$ cat config.mk
export PLATFORM = sky130hd
export DESIGN_NAME = pulse_interval_capture_timer
export DESIGN_NICKNAME = d
export VERILOG_FILES = /design/src/capture_timer_pkg.sv /design/src/pulse_interval_capture_timer.sv /design/src/pin_edge_sync.sv /design/src/clock_prescaler.sv
export VERILOG_INCLUDE_DIRS = /design/src
export SDC_FILE = /design/constraint.sdc
export NUM_CORES = 1
export LEC_CHECK = 0
export BUFFER_PORTS_ARGS = -buffer_cell sky130_fd_sc_hd__buf_2
export CAP_MARGIN = 20
export CORE_ASPECT_RATIO = 0.9
export CORE_MARGIN = 3
export CORE_UTILIZATION = 33
export DETAILED_ROUTE_END_ITERATION = 8
export MAX_ROUTING_LAYER = met4
export SLEW_MARGIN = 30
export SYNTH_ARGS = -nofsm -noshare
export SYNTH_HDL_FRONTEND = slang
export SYNTH_SLANG_ARGS = --single-unit
$ cat constraint.sdc
create_clock -name mclk -period 7.6 [get_ports mclk]
set_clock_uncertainty 0.2 [all_clocks]
set_input_delay 0.76 -clock mclk [delete_from_list [all_inputs] [get_ports mclk]]
set_output_delay 0.76 -clock mclk [all_outputs]
set_load 0.01 [all_outputs]
$ cat src/capture_timer_cfg.svh
// register offsets, field positions and reset values of the capture timer
`ifndef CAPTURE_TIMER_CFG_SVH
`define CAPTURE_TIMER_CFG_SVH

`define OFS_CLK_ENABLE      8'h00
`define OFS_PRESCALE        8'h04
`define OFS_MODE_HIGH       8'h08
`define OFS_MODE_LOW        8'h0c
`define OFS_START           8'h10
`define OFS_STOP            8'h14
`define OFS_COUNTER         8'h18
`define OFS_HOLDING         8'h1c
`define OFS_IRQ_STATUS      8'h20
`define OFS_IRQ_MASK        8'h24
`define OFS_CHAN_ENABLE     8'h28

`define BIT_CLK_GATE        0
`define BIT_OP_CLK_SEL      7
`define BIT_COUNT_CLK_SEL   4
`define BIT_START_IRQ       0
`define BIT_IRQ_CAPTURE     0
`define BIT_IRQ_OVERFLOW    1

`define RST_BYTE            8'h00
`define RST_WORD            16'h0000
`define RST_IRQ_BITS        2'h0

`define PRESCALE_BITS       15
`define CHANNELS            4

`endif

$ cat src/capture_timer_pkg.sv
// types shared by the capture timer modules
package capture_timer_pkg;

    typedef enum logic {
        CH_STOP = 1'b0,
        CH_RUN  = 1'b1
    } chan_state_t;

    typedef enum logic [2:0] {
        MODE_INTERVAL  = 3'b000,
        MODE_CAPTURE   = 3'b010,
        MODE_EVENT     = 3'b011,
        MODE_ONE_COUNT = 3'b100,
        MODE_CAP_ONE   = 3'b110
    } op_mode_t;

    typedef enum logic [1:0] {
        EDGE_FALL      = 2'b00,
        EDGE_RISE      = 2'b01,
        EDGE_BOTH_LOW  = 2'b10,
        EDGE_BOTH_HIGH = 2'b11
    } edge_sel_t;

    typedef enum logic [2:0] {
        TRIG_SOFTWARE = 3'b000,
        TRIG_EDGE     = 3'b001,
        TRIG_BOTH     = 3'b010,
        TRIG_MASTER   = 3'b100
    } trig_src_t;

endpackage : capture_timer_pkg

$ cat src/pulse_interval_capture_timer.sv
// capture timer channel 0 with prescaler, mode control and APB registers
`include "capture_timer_cfg.svh"
// Summary of operation
// RQ1: start trigger write clears the channel counter, or loads holding in count-down modes, and starts counting
// RQ2: valid input edge copies counter into holding register, then raises interrupt
// RQ3: after capture the counter restarts from zero for the next interval
// RQ4: software discards the first capture after start as incomplete
// RQ5: clock gate bit zero stops or supplies the timer clock
// RQ6: four-bit prescale field divides input clock by two to the field
// RQ7: stop register bit zero stops channel 0; writing zero does nothing
// RQ8: start and stop bits of channels 2 and 3 exist on 16-pin only
// RQ9: capture modes count up, interval, event and one-count modes count down
// RQ10: edge select picks falling, rising or both edges
// RQ11: trigger source picks software, valid edge, both edges or master
// RQ12: count clock select uses operation clock or valid pin edges
// RQ13: counter and holding are 16 bits; counter wraps to zero
module pulse_interval_capture_timer #(
    parameter bit SIXTEEN_PIN = 1'b0
)
(
    // clock and reset
    input  wire logic        mclk,
    input  wire logic        nrst,
    // apb slave
    input  wire logic        psel,
    input  wire logic        penable,
    input  wire logic        pwrite,
    input  wire logic [7:0]  paddr,
    input  wire logic [31:0] pwdata,
    output logic      [31:0] prdata,
    output logic             pready,
    output logic             pslverr,
    // pulse input and master channel event
    input  wire logic        capture_input_pin,
    input  wire logic        master_trigger,
    // interrupt
    output logic             capture_done_irq
);

    logic                          clk_gate_ff;
    logic [7:0]                    prescale_ff;
    logic [7:0]                    mode_high_ff;
    logic [7:0]                    mode_low_ff;
    logic [`CHANNELS-1:0]          chan_en_ff;
    capture_timer_pkg::chan_state_t st_ff;
    capture_timer_pkg::chan_state_t nxt_st;
    logic                          armed_ff;
    logic [15:0]                   counter_ff;
    logic [15:0]                   holding_ff;
    logic [1:0]                    irq_stat_ff;
    logic [1:0]                    irq_mask_ff;
    logic [31:0]                   prdata_ff;
    logic                          pready_ff;
    logic                          pslverr_ff;
    logic                          irq_ff;

    logic [1:0]  op_tick;
    logic        pin_rise;
    logic        pin_fall;
    logic        valid_edge;
    logic        trig_edge;
    logic        begin_edge;
    logic        end_edge;
    logic        mck_tick;
    logic        count_tick;
    logic        count_down;
    logic        is_capture;
    logic        is_cap_one;
    logic        mode_legal;
    logic        running;
    logic        cap_trig;
    logic        cap_arm;
    logic        zero_tick;
    logic        one_restart;
    logic        start_pulse;
    logic        stop_pulse;
    logic        cap_evt;
    logic        ovf_evt;
    logic        setup;
    logic        access_ok;
    logic        wr;
    logic        mapped;
    logic [31:0] rd_value;
    capture_timer_pkg::op_mode_t  op_mode;
    capture_timer_pkg::edge_sel_t edge_sel;
    capture_timer_pkg::trig_src_t trig_src;

    clock_prescaler u_prescaler
    (
        .mclk (mclk),
        .nrst (nrst),
        .gate (clk_gate_ff),
        .sel  (prescale_ff),
        .tick (op_tick)
    );

    pin_edge_sync u_pin_sync
    (
        .mclk (mclk),
        .nrst (nrst),
        .pin  (capture_input_pin),
        .rise (pin_rise),
        .fall (pin_fall)
    );

    assign op_mode  = capture_timer_pkg::op_mode_t'(mode_low_ff[3:1]);
    assign edge_sel = capture_timer_pkg::edge_sel_t'(mode_low_ff[7:6]);
    assign trig_src = capture_timer_pkg::trig_src_t'(mode_high_ff[2:0]);

    always_comb
    begin
        case (edge_sel)
            capture_timer_pkg::EDGE_FALL: valid_edge = pin_fall; // RQ10
            capture_timer_pkg::EDGE_RISE: valid_edge = pin_rise; // RQ10
            default:                      valid_edge = pin_rise | pin_fall; // RQ10
        endcase
    end

    // width mode: first edge arms, opposite edge captures
    assign begin_edge = (edge_sel == capture_timer_pkg::EDGE_BOTH_HIGH) ? pin_rise : pin_fall;
    assign end_edge   = (edge_sel == capture_timer_pkg::EDGE_BOTH_HIGH) ? pin_fall : pin_rise;

    always_comb
    begin
        case (trig_src)
            capture_timer_pkg::TRIG_EDGE:   trig_edge = valid_edge; // RQ11
            capture_timer_pkg::TRIG_BOTH:   trig_edge = pin_rise | pin_fall; // RQ11
            capture_timer_pkg::TRIG_MASTER: trig_edge = master_trigger; // RQ11
            default:                        trig_edge = 1'b0; // RQ11
        endcase
    end

    assign mck_tick = op_tick[mode_high_ff[`BIT_OP_CLK_SEL]];
    // event counter mode always counts pin edges
    assign count_tick = clk_gate_ff &
                        ((mode_high_ff[`BIT_COUNT_CLK_SEL] ||
                          op_mode == capture_timer_pkg::MODE_EVENT) ? valid_edge
                                                                   : mck_tick); // RQ12

    assign is_capture = (op_mode == capture_timer_pkg::MODE_CAPTURE);
    assign is_cap_one = (op_mode == capture_timer_pkg::MODE_CAP_ONE);
    assign count_down = (op_mode == capture_timer_pkg::MODE_INTERVAL) ||
                        (op_mode == capture_timer_pkg::MODE_EVENT) ||
                        (op_mode == capture_timer_pkg::MODE_ONE_COUNT); // RQ9
    // prohibited mode codes leave the counter frozen
    assign mode_legal = is_capture | is_cap_one | count_down; // RQ9
    assign running    = clk_gate_ff & (st_ff == capture_timer_pkg::CH_RUN);

    assign cap_trig    = running & ((is_capture & trig_edge) |
                                    (is_cap_one & armed_ff & end_edge)); // RQ2
    assign cap_arm     = running & is_cap_one & ~armed_ff & begin_edge;
    assign zero_tick   = running & count_down & count_tick & (counter_ff == 16'h0000);
    assign one_restart = running & (op_mode == capture_timer_pkg::MODE_ONE_COUNT) &
                         mode_low_ff[`BIT_START_IRQ] & trig_edge;

    // apb decode: zero wait states, answer in the first access cycle
    assign setup     = psel & ~penable;
    assign access_ok = psel & penable & pready_ff & ~pslverr_ff;
    assign wr        = access_ok & pwrite;
    // only the gate and the status clear are writable while the gate is off
    assign start_pulse = wr & clk_gate_ff & (paddr == `OFS_START) & pwdata[0]; // RQ1
    assign stop_pulse  = wr & clk_gate_ff & (paddr == `OFS_STOP) & pwdata[0]; // RQ7

    always_comb
    begin
        mapped   = 1'b1;
        rd_value = 32'h0000_0000;
        case (paddr)
            `OFS_CLK_ENABLE:  rd_value[0]   = clk_gate_ff;
            `OFS_PRESCALE:    rd_value[7:0] = prescale_ff;
            `OFS_MODE_HIGH:   rd_value[7:0] = mode_high_ff;
            `OFS_MODE_LOW:    rd_value[7:0] = mode_low_ff;
            `OFS_START:       rd_value      = 32'h0000_0000;
            `OFS_STOP:        rd_value      = 32'h0000_0000;
            `OFS_COUNTER:     rd_value[15:0] = counter_ff;
            `OFS_HOLDING:     rd_value[15:0] = holding_ff;
            `OFS_IRQ_STATUS:  rd_value[1:0] = irq_stat_ff;
            `OFS_IRQ_MASK:    rd_value[1:0] = irq_mask_ff;
            `OFS_CHAN_ENABLE: rd_value[`CHANNELS-1:0] = chan_en_ff;
            default:          mapped        = 1'b0;
        endcase
    end

    always_ff @(posedge mclk or negedge nrst)
    begin
        if (!nrst)
        begin
            pready_ff  <= 1'b0;
            pslverr_ff <= 1'b0;
            prdata_ff  <= 32'h0000_0000;
        end
        else
        begin
            pready_ff  <= setup;
            pslverr_ff <= setup & ~mapped;
            if (setup)
                prdata_ff <= rd_value;
        end
    end

    always_ff @(posedge mclk or negedge nrst)
    begin
        if (!nrst)
            clk_gate_ff <= 1'b0;
        else if (wr && paddr == `OFS_CLK_ENABLE)
            clk_gate_ff <= pwdata[`BIT_CLK_GATE]; // RQ5
    end

    always_ff @(posedge mclk or negedge nrst)
    begin
        if (!nrst)
        begin
            prescale_ff  <= `RST_BYTE;
            mode_high_ff <= `RST_BYTE;
            mode_low_ff  <= `RST_BYTE;
            irq_mask_ff  <= `RST_IRQ_BITS;
        end
        else if (wr && clk_gate_ff)
        begin
            case (paddr)
                `OFS_PRESCALE:  prescale_ff  <= pwdata[7:0]; // RQ6
                `OFS_MODE_HIGH: mode_high_ff <= pwdata[7:0];
                `OFS_MODE_LOW:  mode_low_ff  <= pwdata[7:0];
                `OFS_IRQ_MASK:  irq_mask_ff  <= pwdata[1:0];
                default:        irq_mask_ff  <= irq_mask_ff;
            endcase
        end
    end

    // channel flags; only channel 0 has a counter
    for (genvar ch = 0; ch < `CHANNELS; ch++)
    begin : g_chan_en
        if (ch >= 2 && !SIXTEEN_PIN)
        begin : g_absent
            assign chan_en_ff[ch] = 1'b0; // RQ8
        end
        else if (ch == 0)
        begin : g_main
            assign chan_en_ff[ch] = (st_ff == capture_timer_pkg::CH_RUN);
        end
        else
        begin : g_flag
            logic en_ff;
            always_ff @(posedge mclk or negedge nrst)
            begin
                if (!nrst)
                    en_ff <= 1'b0;
                else if (wr && clk_gate_ff && paddr == `OFS_STOP && pwdata[ch])
                    en_ff <= 1'b0; // RQ8
                else if (wr && clk_gate_ff && paddr == `OFS_START && pwdata[ch])
                    en_ff <= 1'b1; // RQ8
            end
            assign chan_en_ff[ch] = en_ff;
        end
    end

    always_comb
    begin
        nxt_st = st_ff;
        case (st_ff)
            capture_timer_pkg::CH_STOP:
            begin
                if (start_pulse && !stop_pulse)
                    nxt_st = capture_timer_pkg::CH_RUN; // RQ1
            end
            capture_timer_pkg::CH_RUN:
            begin
                if (stop_pulse)
                    nxt_st = capture_timer_pkg::CH_STOP; // RQ7
                else if (zero_tick && op_mode == capture_timer_pkg::MODE_ONE_COUNT)
                    nxt_st = capture_timer_pkg::CH_STOP;
            end
            default: nxt_st = capture_timer_pkg::CH_STOP;
        endcase
    end

    always_ff @(posedge mclk or negedge nrst)
    begin
        if (!nrst)
            st_ff <= capture_timer_pkg::CH_STOP;
        else
            st_ff <= nxt_st;
    end

    always_ff @(posedge mclk or negedge nrst)
    begin
        if (!nrst)
            armed_ff <= 1'b0;
        else if (start_pulse || !is_cap_one || !running)
            armed_ff <= 1'b0;
        else if (cap_arm)
            armed_ff <= 1'b1;
        else if (cap_trig)
            armed_ff <= 1'b0;
    end

    always_ff @(posedge mclk or negedge nrst)
    begin
        if (!nrst)
            counter_ff <= `RST_WORD;
        else if (start_pulse)
            counter_ff <= count_down ? holding_ff : 16'h0000; // RQ1
        else if (running && mode_legal)
        begin
            if (cap_trig || cap_arm)
                counter_ff <= 16'h0000; // RQ3
            else if (one_restart)
                counter_ff <= holding_ff;
            else if (count_tick && count_down)
                counter_ff <= zero_tick ? holding_ff : counter_ff - 16'h0001; // RQ9
            else if (count_tick && (is_capture || armed_ff))
                counter_ff <= counter_ff + 16'h0001; // RQ13
        end
    end

    // capture wins over a software write
    always_ff @(posedge mclk or negedge nrst)
    begin
        if (!nrst)
            holding_ff <= `RST_WORD;
        else if (cap_trig)
            holding_ff <= counter_ff; // RQ2
        else if (wr && clk_gate_ff && paddr == `OFS_HOLDING)
            holding_ff <= pwdata[15:0]; // RQ13
    end

    // first capture measures from the start write
    assign cap_evt = cap_trig | zero_tick |
                     (start_pulse & mode_low_ff[`BIT_START_IRQ] &
                      (is_capture | (op_mode == capture_timer_pkg::MODE_INTERVAL))); // RQ2
    assign ovf_evt = running & (is_capture | armed_ff) & count_tick & ~cap_trig &
                     (counter_ff == 16'hffff); // RQ13

    always_ff @(posedge mclk or negedge nrst)
    begin
        if (!nrst)
            irq_stat_ff <= `RST_IRQ_BITS;
        else
        begin
            irq_stat_ff[`BIT_IRQ_CAPTURE] <= cap_evt |
                (irq_stat_ff[`BIT_IRQ_CAPTURE] &
                 ~(wr && paddr == `OFS_IRQ_STATUS && pwdata[`BIT_IRQ_CAPTURE])); // RQ2
            irq_stat_ff[`BIT_IRQ_OVERFLOW] <= ovf_evt |
                (irq_stat_ff[`BIT_IRQ_OVERFLOW] &
                 ~(wr && paddr == `OFS_IRQ_STATUS && pwdata[`BIT_IRQ_OVERFLOW]));
        end
    end

    // irq trails the status bit by one cycle
    always_ff @(posedge mclk or negedge nrst)
    begin
        if (!nrst)
            irq_ff <= 1'b0;
        else
            irq_ff <= |(irq_stat_ff & irq_mask_ff);
    end

    assign prdata           = prdata_ff;
    assign pready           = pready_ff;
    assign pslverr          = pslverr_ff;
    assign capture_done_irq = irq_ff;

endmodule : pulse_interval_capture_timer

$ cat src/pin_edge_sync.sv
// two-stage synchroniser with rise and fall detection for the capture pin
module pin_edge_sync
(
    // clock and reset
    input  wire logic mclk,
    input  wire logic nrst,
    // pin side
    input  wire logic pin,
    // detected edges, one-cycle pulses
    output logic      rise,
    output logic      fall
);

    logic meta_ff;
    logic sync_ff;
    logic last_ff;

    always_ff @(posedge mclk or negedge nrst)
    begin
        if (!nrst)
        begin
            meta_ff <= 1'b0;
            sync_ff <= 1'b0;
            last_ff <= 1'b0;
        end
        else
        begin
            meta_ff <= pin;
            sync_ff <= meta_ff;
            last_ff <= sync_ff;
        end
    end

    always_ff @(posedge mclk or negedge nrst)
    begin
        if (!nrst)
        begin
            rise <= 1'b0;
            fall <= 1'b0;
        end
        else
        begin
            rise <= sync_ff & ~last_ff;
            fall <= ~sync_ff & last_ff;
        end
    end

endmodule : pin_edge_sync

$ cat src/clock_prescaler.sv
// power-of-two prescaler giving two operation clock enables
`include "capture_timer_cfg.svh"
module clock_prescaler
(
    // clock and reset
    input  wire logic       mclk,
    input  wire logic       nrst,
    // control
    input  wire logic       gate,
    input  wire logic [7:0] sel,
    // operation clock enables, one-cycle pulses
    output logic      [1:0] tick
);

    logic [`PRESCALE_BITS-1:0] cnt_ff;

    // gate off resets phase so ticks align to gate-on
    always_ff @(posedge mclk or negedge nrst)
    begin
        if (!nrst)
            cnt_ff <= '0;
        else if (!gate)
            cnt_ff <= '0;
        else
            cnt_ff <= cnt_ff + `PRESCALE_BITS'(1);
    end

    for (genvar gi = 0; gi < 2; gi++)
    begin : g_clk
        logic [`PRESCALE_BITS-1:0] mask;
        // code 15 wraps the shift to zero, so the mask becomes all ones
        assign mask = (`PRESCALE_BITS'(1) << sel[gi*4 +: 4]) - `PRESCALE_BITS'(1);
        always_ff @(posedge mclk or negedge nrst)
        begin
            if (!nrst)
                tick[gi] <= 1'b0;
            else
                tick[gi] <= gate & ((cnt_ff & mask) == mask); // RQ6
        end
    end

endmodule : clock_prescaler

==> results.json <==
{
  "status": "completed",
  "grt_pass1_wl_um": 30610,
  "drc": 0,
  "ys_types": 87,
  "place_area_sq_um": 7143,
  "power.leakage_uw": 0.003245,
  "crit_type": "reg2reg",
  "slew_headroom_pct": 42.79,
  "final_max_slew_viol_count": 0,
  "fin_crit_sh_pct": 48.49,
  "synth_edf_count": 0,
  "syn_inst": 777,
  "overflow": 0,
  "num_io_pins": 82,
  "endpoint_kind": "register",
  "syn_area_sq_um": 6867,
  "worst_slew_pin_slew_ns": 0.8582,
  "wl_per_cell_um": 18.23,
  "io_buffers": 49,
  "fin_nets": 840,
  "rr_worst_depth": 6,
  "grt_antenna_before_repair": 2,
  "cts_hold_buf": 0,
  "grt_usage_pct": 17.44,
  "die_x_um": 158.1,
  "dr_wl_met2_um": 8069,
  "tns_ns": 0,
  "fp.coreArea_sq_um": 20230,
  "layout_common_cells": "105 x dfrtp_1, 77 x nand2_1, 61 x o21ai_0",
  "slowest_stage": "dfrtp_1",
  "drtIter0Drc": 595,
  "fillers": 2116,
  "path_buf_inv": 0,
  "drtAntennaViolNets": 0,
  "hold_viol": 0,
  "vias": 6039,
  "topRoutingLayerUsed": "met4",
  "synth_flop_cell": "dfrtp_1",
  "dieHeight_um": 142.8,
  "powerDensity_nw_per_um2": 151.6,
  "maxCapViolCount": 0,
  "cts.sinks": 105,
  "drive_above_1_share_pct": 16.29,
  "min_period_ns": 3.685,
  "final_common_cell": "dfrtp_1",
  "crit_path_max_incr_delay_ns": 0.90,
  "grt_max_degree": 66,
  "worst-path-stages": 6,
  "min_path_cells": 0,
  "crit_path_start_kind": "register",
  "vias_per_cell": 5.757,
  "design.die.area_sq_um": 22580,
  "clk_latency_ns": 0.36,
  "start_util_pct": 33.94,
  "ys_warn_count": 0,
  "fin_area_sq_um": 7486,
  "post_cts_buffers": 0,
  "numCtsBuffers": 9,
  "met1_length_um": 9509,
  "cp_max_fo": 26,
  "rsz0062_at_grt": "false",
  "area_delta_synth_final_pct": 9.020,
  "yosysSeqAreaShare_pct": 38.27,
  "ir_drop_mv": 0.1055,
  "clk_path_buf_depth": 2,
  "cts_tree": "done",
  "crit_chain": "nand3_1 -> or3_1 -> nor2_1 -> a31o_2 -> a32o_1 -> mux2_4",
  "clk_pin_slew_ns": 0.08,
  "rows": 49,
  "crit_family": "simple AND/OR/NAND/NOR gates",
  "avgSynthCellArea_sq_um": 8.837,
  "finalSetupViolCount": 0,
  "first_pass_iters": 5,
  "h-tree-depth": 3,
  "hold_slack_ns": 0.1520,
  "async_flop_share_pct": 100.0,
  "required_ns": 7.70,
  "min_path_type": "reg2reg",
  "gp_congestion": 0.9077,
  "grt_pass1_vias": 5549,
  "routed_wl_um": 19120,
  "arrival_ns": 3.79,
  "met3_length_um": 1223,
  "fmax_mhz": 271.4,
  "ctsResizeCount": 0,
  "root_buffer": "clkbuf_16",
  "ys_seq_elements": 105,
  "dp_hpwl_um": 13240
}
-- report_power, final --
| part | switching (uW) | internal, uW |
|---|---|---|
| clock | 236 | 297 |
| sequential | 1.86 | 560 |
| combinational | 29.9 | 10.3 |
| total | 268 | 867 |
-- cell usage after synthesis (3+ instances only) --
cell type / count / area [sq um]
and2_1: 11 / 68.82
nand3_1: 19 / 95.09
a221oi_1: 8 / 70.07
and3_1: 6 / 37.54
nor4_1: 11 / 68.82
a21oi_1: 41 / 205.2
nand2b_1: 9 / 56.30
a32oi_1: 14 / 122.6
a21o_1: 4 / 30.03
buf_6: 8 / 90.09
o21ai_0: 61 / 305.3
o22ai_1: 7 / 43.79
inv_1: 21 / 78.83
a31oi_1: 13 / 81.33
mux2_2: 25 / 281.5
ha_1: 6 / 75.07
nor2_1: 58 / 217.7
a32o_1: 3 / 30.03
nor2b_1: 7 / 43.79
clkbuf_1: 36 / 135.1
nand4_1: 6 / 37.54
a311o_2: 4 / 45.04
a211oi_1: 4 / 30.03
nor3b_1: 5 / 37.54
or3_1: 11 / 68.82
nand2_1: 77 / 289.0
o21a_1: 5 / 37.54
buf_4: 20 / 150.1
a21boi_0: 8 / 60.06
mux2i_1: 26 / 260.3
and4_1: 4 / 35.03
dfrtp_1: 105 / 2628
nor3_1: 30 / 150.1
xnor2_1: 10 / 87.58
a22oi_1: 17 / 127.6
buf_2: 7 / 35.03
o211ai_1: 6 / 45.04
-- worst paths after layout --
| path | from | to | slack (ns) |
|---|---|---|---|
| min in group asynchronous | nrst | holding_ff[8] | 0.19 |
| min reg2reg | u_pin_sync.meta_ff | u_pin_sync.sync_ff | 0.15 |
| max | clk_gate_ff | counter_ff[4] | 3.91 |
| min | u_pin_sync.meta_ff | u_pin_sync.sync_ff | 0.15 |
| max reg2reg | clk_gate_ff | counter_ff[4] | 3.91 |
| max in group asynchronous | nrst | pready | 5.75 |
-- final cells by class --
| type | count | area [sq um] | share of cell area [%] |
|---|---|---|---|
| Clock inverter | 7 | 112.6 | 1.504 |
| Tap cell | 255 | 319.1 | 4.262 |
| Timing Repair Buffer | 59 | 322.8 | 4.312 |
| Antenna cell | 2 | 5.005 | 0.06686 |
| Clock buffer | 9 | 225.2 | 3.009 |
| Sequential cell | 105 | 2628 | 35.10 |
| Inverter | 21 | 78.83 | 1.053 |
| Multi-Input combinational cell | 591 | 3795 | 50.69 |
-- sequential cells by signal, summed over array words and instances, names as in the netlist --
register                count
counter_ff                 16
holding_ff                 16
prdata                     16
u_prescaler.cnt_ff         15
mode_high_ff                8
mode_low_ff                 8
prescale_ff                 8
irq_mask_ff                 2
irq_stat_ff                 2
u_prescaler.tick            2
armed_ff                    1
capture_done_irq            1
clk_gate_ff                 1
g_chan_en.g_flag.en_ff      1
pready                      1
pslverr                     1
st_ff                       1
u_pin_sync.fall             1
u_pin_sync.last_ff          1
u_pin_sync.meta_ff          1
u_pin_sync.rise             1
u_pin_sync.sync_ff          1
-- layer usage --
| layer | vias to the layer above | GRT usage, % |
|---|---|---|
| met5 | - | - |
| met4 | 0 | 5.387 |
| met3 | 25 | 2.667 |
| met2 | 209 | 25.07 |
| met1 | 2959 | 25.26 |
| li1 | 2846 | - |
-- per-stage QoR --
stage	std cells	util, %	power [uW]	worst slack [ns]
floorplan	792	-	592.8	4.684
global placement	1031	35.29	613.7	3.832
detailed placement	1031	35.31	613.9	3.808
CTS	1047	36.98	1148	3.938
global route	1049	37.00	1170	3.716
finish	1049	37.00	1135	3.915
-- kinds of logic (layout without fill, tap and decap cells) --
logic type	after synthesis	count (layout)	synth area share [%]
flops	105	105	38.27
simple gates	277	277	20.59
mux	52	52	8.109
fa+ha+maj	6	6	1.093
buf+inv	96	96	7.416
xor+xnor	12	12	1.531
compound gates	228	228	22.94
other cells	1	18	0.05461
Note: power is estimated with default switching activity, not from simulation.
